### src/debug_port_pkg.sv
package debug_port_pkg;
   localparam logic [7:0]  CTRL_OFFSET     = 8'h20;
   localparam logic [31:0] CTRL_RESET      = 32'h0000_0000;
   localparam int          EN_BIT          = 0;
   localparam int          ROUTE_LSB       = 1;
   localparam int          ROUTE_MSB       = 2;
   localparam int          PULLUP_BIT      = 3;
   localparam int          NUM_PINS        = 4;
   localparam logic [1:0]  ROUTE_ALL4      = 2'h0;
   localparam logic [1:0]  ROUTE_NO_TDI    = 2'h1;
   localparam logic [1:0]  ROUTE_CLK_MODE  = 2'h2;
   localparam logic [1:0]  ROUTE_RESERVED  = 2'h3;
   // Pin order in the routing vectors
   localparam int          PIN_TCK         = 0;
   localparam int          PIN_TMS         = 1;
   localparam int          PIN_TDI         = 2;
   localparam int          PIN_TDO         = 3;
   localparam logic [3:0]  MASK_ALL4       = 4'hF;
   localparam logic [3:0]  MASK_NO_TDI     = 4'hB;
   localparam logic [3:0]  MASK_CLK_MODE   = 4'h3;
   localparam logic [3:0]  MASK_NONE       = 4'h0;
endpackage

### src/debug_pin_mux.sv
`timescale 1ns/1ps
module debug_pin_mux (
   input  wire logic       i_sys_clk,
   input  wire logic       i_sys_rst,
   input  wire logic       i_port_active,
   input  wire logic       i_pullup_en,
   input  wire logic [1:0] i_route,
   output logic      [3:0] o_pin_to_debug,
   output logic      [3:0] o_pin_pullup
);
   logic [3:0] mask;

   // Per-routing pin selection
   always_comb begin
      unique case (i_route)
         debug_port_pkg::ROUTE_ALL4:     mask = debug_port_pkg::MASK_ALL4;
         debug_port_pkg::ROUTE_NO_TDI:   mask = debug_port_pkg::MASK_NO_TDI;
         debug_port_pkg::ROUTE_CLK_MODE: mask = debug_port_pkg::MASK_CLK_MODE;
         debug_port_pkg::ROUTE_RESERVED: mask = debug_port_pkg::MASK_NONE;
      endcase
   end

   genvar g;
   generate
      for (g = 0; g < debug_port_pkg::NUM_PINS; g++) begin : g_pin
         always_ff @(posedge i_sys_clk) begin
            if (i_sys_rst) begin
               o_pin_to_debug[g] <= 1'b0;
               o_pin_pullup[g]   <= 1'b0;
            end else begin
               o_pin_to_debug[g] <= i_port_active & mask[g];
               o_pin_pullup[g]   <= i_port_active & i_pullup_en & mask[g];
            end
         end
      end
   endgenerate
endmodule // debug_pin_mux

### src/debug_port_ctrl.sv
`timescale 1ns/1ps
module debug_port_ctrl (
   input  wire logic        i_sys_clk,
   input  wire logic        i_sys_rst,
   input  wire logic [7:0]  i_addr,
   input  wire logic [31:0] i_wdata,
   input  wire logic        i_wr,
   input  wire logic        i_rd,
   output logic      [31:0] o_rdata,
   input  wire logic        i_trst,
   input  wire logic        i_swd_select,
   output logic             o_port_active,
   output logic             o_jtag_mode,
   output logic             o_swd_mode,
   output logic      [3:0]  o_pin_to_debug,
   output logic      [3:0]  o_pin_pullup
);
   logic       enable_reg;
   logic [1:0] route_reg;
   logic       pullup_reg;
   logic       active_next;

   // Control register write
   always_ff @(posedge i_sys_clk) begin
      if (i_sys_rst) begin
         enable_reg <= debug_port_pkg::CTRL_RESET[debug_port_pkg::EN_BIT];
         route_reg  <= debug_port_pkg::CTRL_RESET[debug_port_pkg::ROUTE_MSB:
                                                  debug_port_pkg::ROUTE_LSB];
         pullup_reg <= debug_port_pkg::CTRL_RESET[debug_port_pkg::PULLUP_BIT];
      end else if (i_wr && i_addr == debug_port_pkg::CTRL_OFFSET) begin
         enable_reg <= i_wdata[debug_port_pkg::EN_BIT];
         route_reg  <= i_wdata[debug_port_pkg::ROUTE_MSB:debug_port_pkg::ROUTE_LSB];
         pullup_reg <= i_wdata[debug_port_pkg::PULLUP_BIT];
      end
   end

   // Read data one cycle after strobe, zero elsewhere
   always_ff @(posedge i_sys_clk) begin
      if (i_sys_rst) begin
         o_rdata <= 32'h0000_0000;
      end else if (i_rd && i_addr == debug_port_pkg::CTRL_OFFSET) begin
         o_rdata <= {28'h000_0000, pullup_reg, route_reg, enable_reg};
      end else begin
         o_rdata <= 32'h0000_0000;
      end
   end

   assign active_next = enable_reg & i_trst;

   // Port activation and mode
   always_ff @(posedge i_sys_clk) begin
      if (i_sys_rst) begin
         o_port_active <= 1'b0;
         o_jtag_mode   <= 1'b0;
         o_swd_mode    <= 1'b0;
      end else begin
         o_port_active <= active_next;
         o_jtag_mode   <= active_next & ~i_swd_select;
         o_swd_mode    <= active_next & i_swd_select;
      end
   end

   debug_pin_mux u_mux (
      .i_sys_clk      (i_sys_clk),
      .i_sys_rst      (i_sys_rst),
      .i_port_active  (active_next),
      .i_pullup_en    (pullup_reg),
      .i_route        (route_reg),
      .o_pin_to_debug (o_pin_to_debug),
      .o_pin_pullup   (o_pin_pullup)
   );

   property p_disabled_gpio;
      @(posedge i_sys_clk) disable iff (i_sys_rst)
         !enable_reg |=> (o_pin_to_debug == 4'h0 && !o_port_active);
   endproperty
   a_disabled_gpio: assert property (p_disabled_gpio)
      else $error("pins routed while disabled");

   property p_active;
      @(posedge i_sys_clk) disable iff (i_sys_rst)
         (enable_reg && i_trst) |=> o_port_active;
   endproperty
   a_active: assert property (p_active)
      else $error("port not active");

   property p_route0;
      @(posedge i_sys_clk) disable iff (i_sys_rst)
         (active_next && route_reg == 2'h0) |=> o_pin_to_debug == 4'hF;
   endproperty
   a_route0: assert property (p_route0)
      else $error("route 0 wrong");

   property p_route1;
      @(posedge i_sys_clk) disable iff (i_sys_rst)
         (active_next && route_reg == 2'h1) |=> o_pin_to_debug == 4'hB;
   endproperty
   a_route1: assert property (p_route1)
      else $error("route 1 wrong");

   property p_route2;
      @(posedge i_sys_clk) disable iff (i_sys_rst)
         (active_next && route_reg == 2'h2) |=> o_pin_to_debug == 4'h3;
   endproperty
   a_route2: assert property (p_route2)
      else $error("route 2 wrong");

   property p_pullup_on;
      @(posedge i_sys_clk) disable iff (i_sys_rst)
         (active_next && pullup_reg) |=> (o_pin_pullup != 4'h0 || $past(route_reg) == 2'h3);
   endproperty
   a_pullup_on: assert property (p_pullup_on)
      else $error("pull-ups missing");

   property p_pullup_subset;
      @(posedge i_sys_clk) disable iff (i_sys_rst)
         (o_pin_pullup & ~o_pin_to_debug) == 4'h0;
   endproperty
   a_pullup_subset: assert property (p_pullup_subset)
      else $error("pull-up on non-debug pin");

   property p_release;
      @(posedge i_sys_clk) disable iff (i_sys_rst)
         !i_trst |=> (o_pin_to_debug == 4'h0 && o_pin_pullup == 4'h0);
   endproperty
   a_release: assert property (p_release)
      else $error("pins not released");

   property p_reset_outputs;
      @(posedge i_sys_clk)
         i_sys_rst |=> (!o_port_active && o_pin_to_debug == debug_port_pkg::MASK_NONE &&
                        o_pin_pullup == debug_port_pkg::MASK_NONE);
   endproperty
   a_reset_outputs: assert property (p_reset_outputs)
      else $error("outputs not cleared by reset");

   property p_reset_ctrl;
      @(posedge i_sys_clk)
         i_sys_rst |=> ({pullup_reg, route_reg, enable_reg} ==
                        debug_port_pkg::CTRL_RESET[3:0] && o_rdata == 32'h0000_0000);
   endproperty
   a_reset_ctrl: assert property (p_reset_ctrl)
      else $error("control register not cleared by reset");

   property p_write_ctrl;
      @(posedge i_sys_clk) disable iff (i_sys_rst)
         (i_wr && i_addr == debug_port_pkg::CTRL_OFFSET) |=>
            ({28'h000_0000, pullup_reg, route_reg, enable_reg} == ($past(i_wdata) & 32'h0000_000F));
   endproperty
   a_write_ctrl: assert property (p_write_ctrl)
      else $error("control write not taken");

   property p_write_ignored;
      @(posedge i_sys_clk) disable iff (i_sys_rst)
         !(i_wr && i_addr == debug_port_pkg::CTRL_OFFSET) |=> $stable({pullup_reg, route_reg, enable_reg});
   endproperty
   a_write_ignored: assert property (p_write_ignored)
      else $error("control changed without write");

   property p_read_fields;
      @(posedge i_sys_clk) disable iff (i_sys_rst)
         (i_rd && i_addr == debug_port_pkg::CTRL_OFFSET) |=>
            (o_rdata[debug_port_pkg::EN_BIT] == $past(enable_reg) &&
             o_rdata[debug_port_pkg::ROUTE_MSB:debug_port_pkg::ROUTE_LSB] == $past(route_reg) &&
             o_rdata[debug_port_pkg::PULLUP_BIT] == $past(pullup_reg));
   endproperty
   a_read_fields: assert property (p_read_fields)
      else $error("read data fields wrong");

   property p_read_zero;
      @(posedge i_sys_clk) disable iff (i_sys_rst)
         !(i_rd && i_addr == debug_port_pkg::CTRL_OFFSET) |=> o_rdata == 32'h0000_0000;
   endproperty
   a_read_zero: assert property (p_read_zero)
      else $error("read data not zero");

   property p_read_reserved;
      @(posedge i_sys_clk) disable iff (i_sys_rst)
         o_rdata[31:4] == 28'h000_0000;
   endproperty
   a_read_reserved: assert property (p_read_reserved)
      else $error("reserved bits read nonzero");

   property p_trst_ignored;
      @(posedge i_sys_clk) disable iff (i_sys_rst)
         (!enable_reg && i_trst) |=> !o_port_active;
   endproperty
   a_trst_ignored: assert property (p_trst_ignored)
      else $error("reset pin not ignored");

   property p_no_mode_disabled;
      @(posedge i_sys_clk) disable iff (i_sys_rst)
         !enable_reg |=> (!o_jtag_mode && !o_swd_mode);
   endproperty
   a_no_mode_disabled: assert property (p_no_mode_disabled)
      else $error("mode set while disabled");

   property p_jtag_mode;
      @(posedge i_sys_clk) disable iff (i_sys_rst)
         (active_next && !i_swd_select) |=> (o_jtag_mode && !o_swd_mode);
   endproperty
   a_jtag_mode: assert property (p_jtag_mode)
      else $error("jtag mode missing");

   property p_swd_mode;
      @(posedge i_sys_clk) disable iff (i_sys_rst)
         (active_next && i_swd_select) |=> (o_swd_mode && !o_jtag_mode);
   endproperty
   a_swd_mode: assert property (p_swd_mode)
      else $error("serial wire mode missing");

   property p_mode_onehot;
      @(posedge i_sys_clk) disable iff (i_sys_rst)
         ((o_jtag_mode | o_swd_mode) == o_port_active) && !(o_jtag_mode && o_swd_mode);
   endproperty
   a_mode_onehot: assert property (p_mode_onehot)
      else $error("mode outputs inconsistent");

   property p_swd_select;
      @(posedge i_sys_clk) disable iff (i_sys_rst)
         o_swd_mode |-> $past(i_swd_select);
   endproperty
   a_swd_select: assert property (p_swd_select)
      else $error("serial wire mode without select");

   property p_jtag_select;
      @(posedge i_sys_clk) disable iff (i_sys_rst)
         o_jtag_mode |-> !$past(i_swd_select);
   endproperty
   a_jtag_select: assert property (p_jtag_select)
      else $error("jtag mode with select set");

   property p_inactive;
      @(posedge i_sys_clk) disable iff (i_sys_rst)
         !active_next |=> !o_port_active;
   endproperty
   a_inactive: assert property (p_inactive)
      else $error("port still active");

   property p_fell_release;
      @(posedge i_sys_clk) disable iff (i_sys_rst)
         $fell(active_next) |=> (o_pin_to_debug == debug_port_pkg::MASK_NONE &&
                                 o_pin_pullup == debug_port_pkg::MASK_NONE);
   endproperty
   a_fell_release: assert property (p_fell_release)
      else $error("pins kept after deactivation");

   property p_enable_clear;
      @(posedge i_sys_clk) disable iff (i_sys_rst)
         !enable_reg |=> o_pin_pullup == debug_port_pkg::MASK_NONE;
   endproperty
   a_enable_clear: assert property (p_enable_clear)
      else $error("pull-ups kept while disabled");

   property p_tck_tms;
      @(posedge i_sys_clk) disable iff (i_sys_rst)
         (active_next && route_reg != debug_port_pkg::ROUTE_RESERVED) |=>
            (o_pin_to_debug[debug_port_pkg::PIN_TCK] && o_pin_to_debug[debug_port_pkg::PIN_TMS]);
   endproperty
   a_tck_tms: assert property (p_tck_tms)
      else $error("clock or mode pin not routed");

   property p_tdo_route;
      @(posedge i_sys_clk) disable iff (i_sys_rst)
         (active_next && (route_reg == debug_port_pkg::ROUTE_ALL4 ||
                          route_reg == debug_port_pkg::ROUTE_NO_TDI)) |=>
            o_pin_to_debug[debug_port_pkg::PIN_TDO];
   endproperty
   a_tdo_route: assert property (p_tdo_route)
      else $error("data out pin not routed");

   property p_route_reserved;
      @(posedge i_sys_clk) disable iff (i_sys_rst)
         (active_next && route_reg == debug_port_pkg::ROUTE_RESERVED) |=>
            (o_pin_to_debug == debug_port_pkg::MASK_NONE &&
             o_pin_pullup == debug_port_pkg::MASK_NONE);
   endproperty
   a_route_reserved: assert property (p_route_reserved)
      else $error("reserved routing moved pins");

   property p_pins_need_active;
      @(posedge i_sys_clk) disable iff (i_sys_rst)
         (o_pin_to_debug != debug_port_pkg::MASK_NONE) |-> o_port_active;
   endproperty
   a_pins_need_active: assert property (p_pins_need_active)
      else $error("pins routed while inactive");

   property p_pullup_match;
      @(posedge i_sys_clk) disable iff (i_sys_rst)
         (active_next && pullup_reg) |=> o_pin_pullup == o_pin_to_debug;
   endproperty
   a_pullup_match: assert property (p_pullup_match)
      else $error("pull-ups differ from routed pins");

   property p_pullup_off;
      @(posedge i_sys_clk) disable iff (i_sys_rst)
         (active_next && !pullup_reg) |=> o_pin_pullup == debug_port_pkg::MASK_NONE;
   endproperty
   a_pullup_off: assert property (p_pullup_off)
      else $error("pull-ups on with bit clear");

   property p_pull_needs_bit;
      @(posedge i_sys_clk) disable iff (i_sys_rst)
         (o_pin_pullup != debug_port_pkg::MASK_NONE) |-> $past(pullup_reg);
   endproperty
   a_pull_needs_bit: assert property (p_pull_needs_bit)
      else $error("pull-up without enable bit");

   property p_pull_tdi;
      @(posedge i_sys_clk) disable iff (i_sys_rst)
         (active_next && pullup_reg && route_reg != debug_port_pkg::ROUTE_ALL4) |=>
            !o_pin_pullup[debug_port_pkg::PIN_TDI];
   endproperty
   a_pull_tdi: assert property (p_pull_tdi)
      else $error("pull-up on data in pin");
endmodule // debug_port_ctrl

### config.mk
export PLATFORM = sky130hd
export DESIGN_NAME = debug_port_ctrl
export DESIGN_NICKNAME = d
export VERILOG_FILES = /design/src/debug_port_pkg.sv /design/src/debug_pin_mux.sv /design/src/debug_port_ctrl.sv
export SDC_FILE = /design/constraint.sdc
export NUM_CORES = 1
export LEC_CHECK = 0
export ABC_CLOCK_PERIOD_IN_PS = 1880
export BUFFER_PORTS_ARGS = -buffer_cell sky130_fd_sc_hd__buf_2
export CORE_UTILIZATION = 34
export DETAILED_ROUTE_END_ITERATION = 12
export PLACE_DENSITY = 0.9
export SYNTH_ARGS = -nofsm -noshare
export SYNTH_HDL_FRONTEND = slang
export SYNTH_SLANG_ARGS = --single-unit
export TNS_END_PERCENT = 30
### constraint.sdc
create_clock -name i_sys_clk -period 1.88 [get_ports i_sys_clk]
set_clock_uncertainty 0.2 [all_clocks]
set_input_delay 0.188 -clock i_sys_clk [delete_from_list [all_inputs] [get_ports i_sys_clk]]
set_output_delay 0.188 -clock i_sys_clk [all_outputs]
set_load 0.005 [all_outputs]
==> summary.txt, run 1 <==
Run status
  • Status: finished, final reports clean

Pwr
  • Leakage: 0.517 nW
  • Total power density per cell area: 617 nW/µm²
  • Worst vdd ir: 274 µV

CTS
  • CTS tree: done
  • H-tree depth: 1
  • Register clock-pin slew on the reported worst setup and hold paths: 0.09 ns
  • Max clock buf depth: 2
  • Cts repair resizes: 0
  • Cell at the root of the clock tree: sky130_fd_sc_hd__clkbuf_4
  • Clock insertion delay at the later pin of the skew report: 0.28 ns
  • Number of buffers inserted during clock tree synthesis: 3
  • Clock sink count: 17

Global routing
  • Overflow left after global routing: 0
  • Antenna violations before repair: 0
  • GRT Total Usage: 0.0980
  • Pin count of the biggest net entering global routing: 11
  • First-pass GRT wire length: 1790 µm
  • Via count of the first global-routing pass: 471

STA
  • Pins Over Slew Limit: 0
  • Maximum clock frequency: 736 MHz
  • Share of the clock period used by the worst path: 0.723
  • Unrepaired setup endpoints after global routing: false
  • Endpoints failing setup: 0
  • TNS Setup: 0 ns
  • Final min period: 1.36 ns
  • Hold violation total from the final report: 0
  • Min setup slack post-route: 0.521 ns

Layout
  • Final antenna diode count: 0
  • Area taken by multi-input logic gates: 338 µm²
  • Most frequent standard cell in the layout excluding fill and tap cells: sky130_fd_sc_hd__buf_2
  • Register with the most flip-flops: o_rdata
  • Total Nets Final: 164
  • Register Area: 340 µm²
  • FILL cells: 227
  • Share of cells above drive strength 1: 0.359
  • Commonest cells after routing, fill and taps aside: sky130_fd_sc_hd__buf_2 (32), sky130_fd_sc_hd__conb_1 (28), sky130_fd_sc_hd__dfxtp_1 (17)
  • Area added between synthesis and finish: 18.1%
  • Number of flip-flops under the largest register name: 4
  • Largest regs: o_rdata (4), u_mux.o_pin_pullup (3), u_mux.o_pin_to_debug (3)

Floorplan
  • Total core area: 2250 µm²
  • Overall die height: 51.2 µm
  • I/O pins: 89
  • Num rows: 17
  • Die W: 51.2 µm
  • DIE AREA: 2620 µm²
  • Effective utilization at floorplan: 0.365

Drt
  • Initial DRC Count: 7
  • Highest metal used: met4
  • Average wire length per cell after detail routing: 8.08 µm
  • Met3 wirelength from detailed routing: 126 µm
  • Total routed wire length on the met1 layer: 399 µm
  • Detailed Routing Iterations Pass 1: 4
  • DRC viols: 0
  • Number of antenna-violating nets in the routed design: 0
  • Total wire length: 1170 µm
  • Met2 WL post-DR: 621 µm
  • Routed via count: 537
  • Ratio of routed vias to standard cells: 3.70

Synthesis
  • Share of flip-flops with an asynchronous set or reset after synthesis: 0
  • Post-Syn Instances: 79
  • Post-synthesis average cell area: 10.4 µm²
  • Summed instance area of the synthesized netlist: 823 µm²
  • Synthesized flop and latch total: 17
  • Most frequently used flop master after synthesis: sky130_fd_sc_hd__dfxtp_1
  • Number of distinct library cells after synthesis: 17
  • Seq/Total Area, Yosys: 0.413
  • Synth warn: 0
  • Number of enable-type register cells in the synthesized netlist: 0

Critical path
  • Cell-by-cell listing of the critical path: buf_2 -> or4b_4 -> nor3_4 -> mux2i_1
  • Capturing element type of the critical path: flop
  • Critical Path Start Type: input port
  • Worst setup slack for register-to-register paths: 0.74 ns
  • Worst endpoint data arrival time: 1.37 ns
  • Required time of the critical path: 1.90 ns
  • Critical path type: input port to flop
  • Worst-path fanout max: 4
  • Largest stage delay on the critical path: 0.57 ns
  • Worst-path cell with the longest stage delay: sky130_fd_sc_hd__or4b_4

Hold path
  • Worst hold-check path type: input port to flop

Placement
  • Detailed placement HPWL: 962 µm
  • IO Port Bufs: 32
  • Worst slack at placement: 0.222 ns
  • RePlAce Congestion: 0.693

Flow run
  • Max capacitance violation total: 0
[synthesized netlist by cell type (2+ instances only)]
| cell type | number | area share |
|---|---|---|
| sky130_fd_sc_hd__buf_4 | 30 | 0.27 |
| sky130_fd_sc_hd__dfxtp_1 | 17 | 0.41 |
| sky130_fd_sc_hd__nand2b_1 | 8 | 0.061 |
| sky130_fd_sc_hd__and2_1 | 7 | 0.053 |
| sky130_fd_sc_hd__mux2i_1 | 4 | 0.049 |
| sky130_fd_sc_hd__nor2_1 | 2 | 0.0091 |
[stage by stage]
stage	std cells	util	area, µm²	power [mW]	hold slack (ns)
CTS	145	0.431	972	0.604	0.0840
floorplan	106	-	925	0.437	0.0604
detailed placement	136	0.397	895	0.415	0.179
global placement	136	0.397	895	0.414	0.162
global route	145	0.431	972	0.633	0.0935
finish	145	0.431	972	0.600	0.0831
[routing by layer]
layer  track usage  vias to the layer above
met5             0                        -
met4        0.0811                        0
met3        0.0268                        4
met2         0.195                       38
met1        0.0755                      228
li1              -                      267
[where the power goes]
group	internal, mW	switching, mW	total, mW
sequential	0.360	0.000123	0.360
combinational	0.0294	0.0260	0.0554
clock	0.0790	0.106	0.185
[worst max-delay path: cells and delay by family]
family / cells / cell delay [ns]
AND/OR/NAND/NOR: 2 / 0.88
multiplexers: 1 / 0.22
buffers and inverters: 1 / 0.09
[kinds of logic after synthesis]
kind of cell | Yosys count | synth area share
buffers and inverters | 32 | 0.299
other | 1 | 0.00455
and+or+nand+nor | 24 | 0.228
DFF | 17 | 0.413
muxes | 4 | 0.0486
AOI/OAI and AO/OA | 1 | 0.00607
[area by class of cell]
type,instances,area share
timing repair buffer,37,0.216
multi-input combinational,57,0.347
sequential,17,0.350
clock buffer,3,0.0232
tap,28,0.0360
clock inverter,1,0.00515
inverter,2,0.0219
[worst paths after layout]
check	start	end	cells after the start
max	i_addr[4]	route_reg[0]	4
min	i_trst	o_port_active	3
max reg2reg	enable_reg	u_mux.o_pin_pullup[0]	3
min reg2reg	route_reg[0]	u_mux.o_pin_to_debug[2]	1
[what timing repair did]
| action | 4_1_cts | 5_1_grt |
|---|---|---|
| hold endpoints to repair | 6 | 0 |
| setup endpoints to repair | 0 | 0 |
| setup buffers | 0 | 0 |
| hold buffers | 5 | 0 |
Power figures use the tool's default switching activity.
==> run 2: changes to the inputs <==
- ABC_CLOCK_PERIOD_IN_PS: 1880 -> 1200
- CORE_UTILIZATION: 34 -> 30
- PLACE_DENSITY: 0.9 -> 0.85
- clock period: 1.88 -> 1.2 ns (I/O delays scaled with it)
==> run 2 against run 1 <==
Compared with the run above:
- the flow now finishes with violations (hold timing, setup timing)
- global-route usage increased by 0.055 points
- sequential share of layout area decreased by 0.92 points
- sequential power increased by 57%
- first-iteration DRC count decreased by 86%
- clock-buffer cell count unchanged
- worst setup slack got worse by 0.63 ns
- combinational power increased by 65%
- register-to-register slack got worse by 0.65 ns
- die area increased by 13%
- critical path type unchanged
==> summary.txt, run 2 (synthesis results as in run 1) <==
Pwr
  • Share of power burned in registers: 0.603
  • Total net switching power: 0.199 mW
  • Leakage: 0.525 nW
  • Internal power of the cells: 0.737 mW
  • Total power density per cell area: 938 nW/µm²
  • Clock network power share: 0.300
  • Worst vdd ir: 704 µV
  • Fraction of power spent switching nets: 0.213
  • Combinational share of power: 0.098

Placement
  • RePlAce Congestion: 0.669
  • Number of placed instances with taps included: 138
  • Detailed placement HPWL: 933 µm
  • IO Port Bufs: 32

Layout
  • Register Area: 340 µm²
  • Largest regs: o_rdata (4), u_mux.o_pin_pullup (3), u_mux.o_pin_to_debug (3)
  • Total Nets Final: 165
  • Number of flip-flops under the largest register name: 4
  • Register with the most flip-flops: o_rdata
  • Area taken by multi-input logic gates: 342 µm²
  • Share of cells above drive strength 1: 0.373
  • Most frequent standard cell in the layout excluding fill and tap cells: sky130_fd_sc_hd__buf_2
  • FILL cells: 269
  • Area added between synthesis and finish: 21.3%
  • Commonest cells after routing, fill and taps aside: sky130_fd_sc_hd__buf_2 (30), sky130_fd_sc_hd__conb_1 (28), sky130_fd_sc_hd__dfxtp_1 (17)
  • Number of cells in the finished layout apart from fillers: 148
  • Final antenna diode count: 0

STA
  • Endpoints failing setup: 8
  • Unrepaired setup endpoints after global routing: true
  • Share of the clock period used by the worst path: 1.09
  • Min setup slack post-route: -0.114 ns
  • Hold violation total from the final report: 1
  • Pins Over Slew Limit: 0
  • WHS: -0.00624 ns
  • Final min period: 1.31 ns
  • Maximum clock frequency: 761 MHz

Run status
  • Status: complete, but fails checks
  • Violated checks: hold timing, setup timing

Hold path
  • Hold-critical path endpoint: u_mux.o_pin_to_debug[0]
  • Worst hold-check path type: input port to flop
  • Number of cells on the worst hold path: 3
  • Start point of the worst hold path: i_trst

Flow run
  • Max capacitance violation total: 0

Drt
  • DRC viols: 0
  • Number of antenna-violating nets in the routed design: 0
  • Initial DRC Count: 1
  • Total wire length: 1210 µm
  • Ratio of routed vias to standard cells: 3.58
  • Average wire length per cell after detail routing: 8.16 µm
  • Routed via count: 530
  • Detailed Routing Iterations Pass 1: 2

Global routing
  • First-pass GRT wire length: 1990 µm
  • Antenna violations before repair: 0
  • Overflow left after global routing: 0
  • Via count of the first global-routing pass: 435
  • GRT Total Usage: 0.0986
  • Pin count of the biggest net entering global routing: 11

Critical path
  • Endpoint of the worst-slack reg-to-reg timing path: o_swd_mode
  • Largest stage delay on the critical path: 0.57 ns
  • R2r startpoint: enable_reg
  • Worst path bufs/invs: 1
  • Largest delay share family, worst path: simple AND/OR/NAND/NOR gates
  • Worst-path cell with the longest stage delay: sky130_fd_sc_hd__or4b_4
  • Required time of the critical path: 1.20 ns
  • Number of cells traversed by the worst register-to-register path: 4
  • Capturing element type of the critical path: flop
  • Cell-by-cell listing of the critical path: buf_6 -> or4b_4 -> nor3_4 -> mux2i_1
  • Worst-path fanout max: 4
  • Worst setup slack for register-to-register paths: 0.09 ns
  • Critical Path Start Type: input port
  • Critical path type: input port to flop
  • Worst endpoint data arrival time: 1.32 ns

Floorplan
  • Total core area: 2540 µm²
  • DIE AREA: 2960 µm²
  • Overall die height: 54.4 µm
  • I/O pins: 89
  • Num rows: 18
  • Effective utilization at floorplan: 0.324
  • Die W: 54.4 µm

CTS
  • Hold-fix buffers, CTS: 5
  • Cell at the root of the clock tree: sky130_fd_sc_hd__clkbuf_4
  • H-tree depth: 1
  • Number of buffers inserted during clock tree synthesis: 3
  • CTS tree: done
  • Clock insertion delay at the later pin of the skew report: 0.27 ns
  • Clock sink count: 17
  • Register clock-pin slew on the reported worst setup and hold paths: 0.09 ns
  • Max clock buf depth: 2
[run 2: changes by cell type in the layout (fill, tap and decap cells not counted), sizes merged]
cell	before	now
buf	32	33
[run 2: power by group through the flow]
stage | Clock (mW) | Combinational (mW) | Sequential (mW)
final | 0.280 | 0.0916 | 0.564
after global routing | 0.340 | 0.103 | 0.565
after CTS | 0.290 | 0.0871 | 0.564
after detailed placement | 0 | 0.0726 | 0.577
after global placement | 0 | 0.0717 | 0.577
after floorplan | 0 | 0.107 | 0.577
[run 2: layout make-up]
type,instances,area share
multi-input cells,57,0.342
clock buffers,3,0.0226
flip-flops and latches,17,0.341
clock inverters,1,0.00501
well taps,30,0.0376
inverters,2,0.0213
repair buffers,38,0.231
[run 2: what timing repair did]
item	in CTS	in global routing
endpoints found under the setup margin	8	11
endpoints found under the hold margin	6	1
resized for setup	1	2
buffers inserted	0	1
pin swaps	3	1
[run 2: worst max-delay path by stage]
stage               startpoint    endpoint  depth (start not counted)
floorplan            i_addr[4]  enable_reg                          3
global placement     i_addr[4]  pullup_reg                          4
detailed placement   i_addr[4]  pullup_reg                          4
CTS                  i_addr[4]  pullup_reg                          4
global route         i_addr[4]  pullup_reg                          4
finish               i_addr[4]  pullup_reg                          4
[run 2: layer usage]
layer | wire length (µm) | GRT usage | up-vias
met4 | 0 | 0.0556 | 0
met1 | 477 | 0.113 | 220
li1 | - | - | 272
met5 | 0 | 0 | -
met2 | 607 | 0.154 | 38
met3 | 122 | 0.0389 | 0
[run 2: tightest hold or removal path: stages]
cell                       delay, ns
sky130_fd_sc_hd__buf_2          0.10
sky130_fd_sc_hd__nand3b_1       0.15
sky130_fd_sc_hd__a21oi_2        0.05
[run 2: per-stage QoR]
step	instance area, µm²	worst slack [ns]	power (mW)	setup TNS [ns]	util
finish	998	-0.114	0.936	-0.499	0.392
global placement	897	-0.353	0.649	-2.66	0.353
floorplan	925	-0.220	0.684	-1.54	-
global route	998	-0.150	1.01	-0.564	0.392
CTS	981	-0.0919	0.941	-0.372	0.385
detailed placement	897	-0.402	0.650	-2.80	0.353
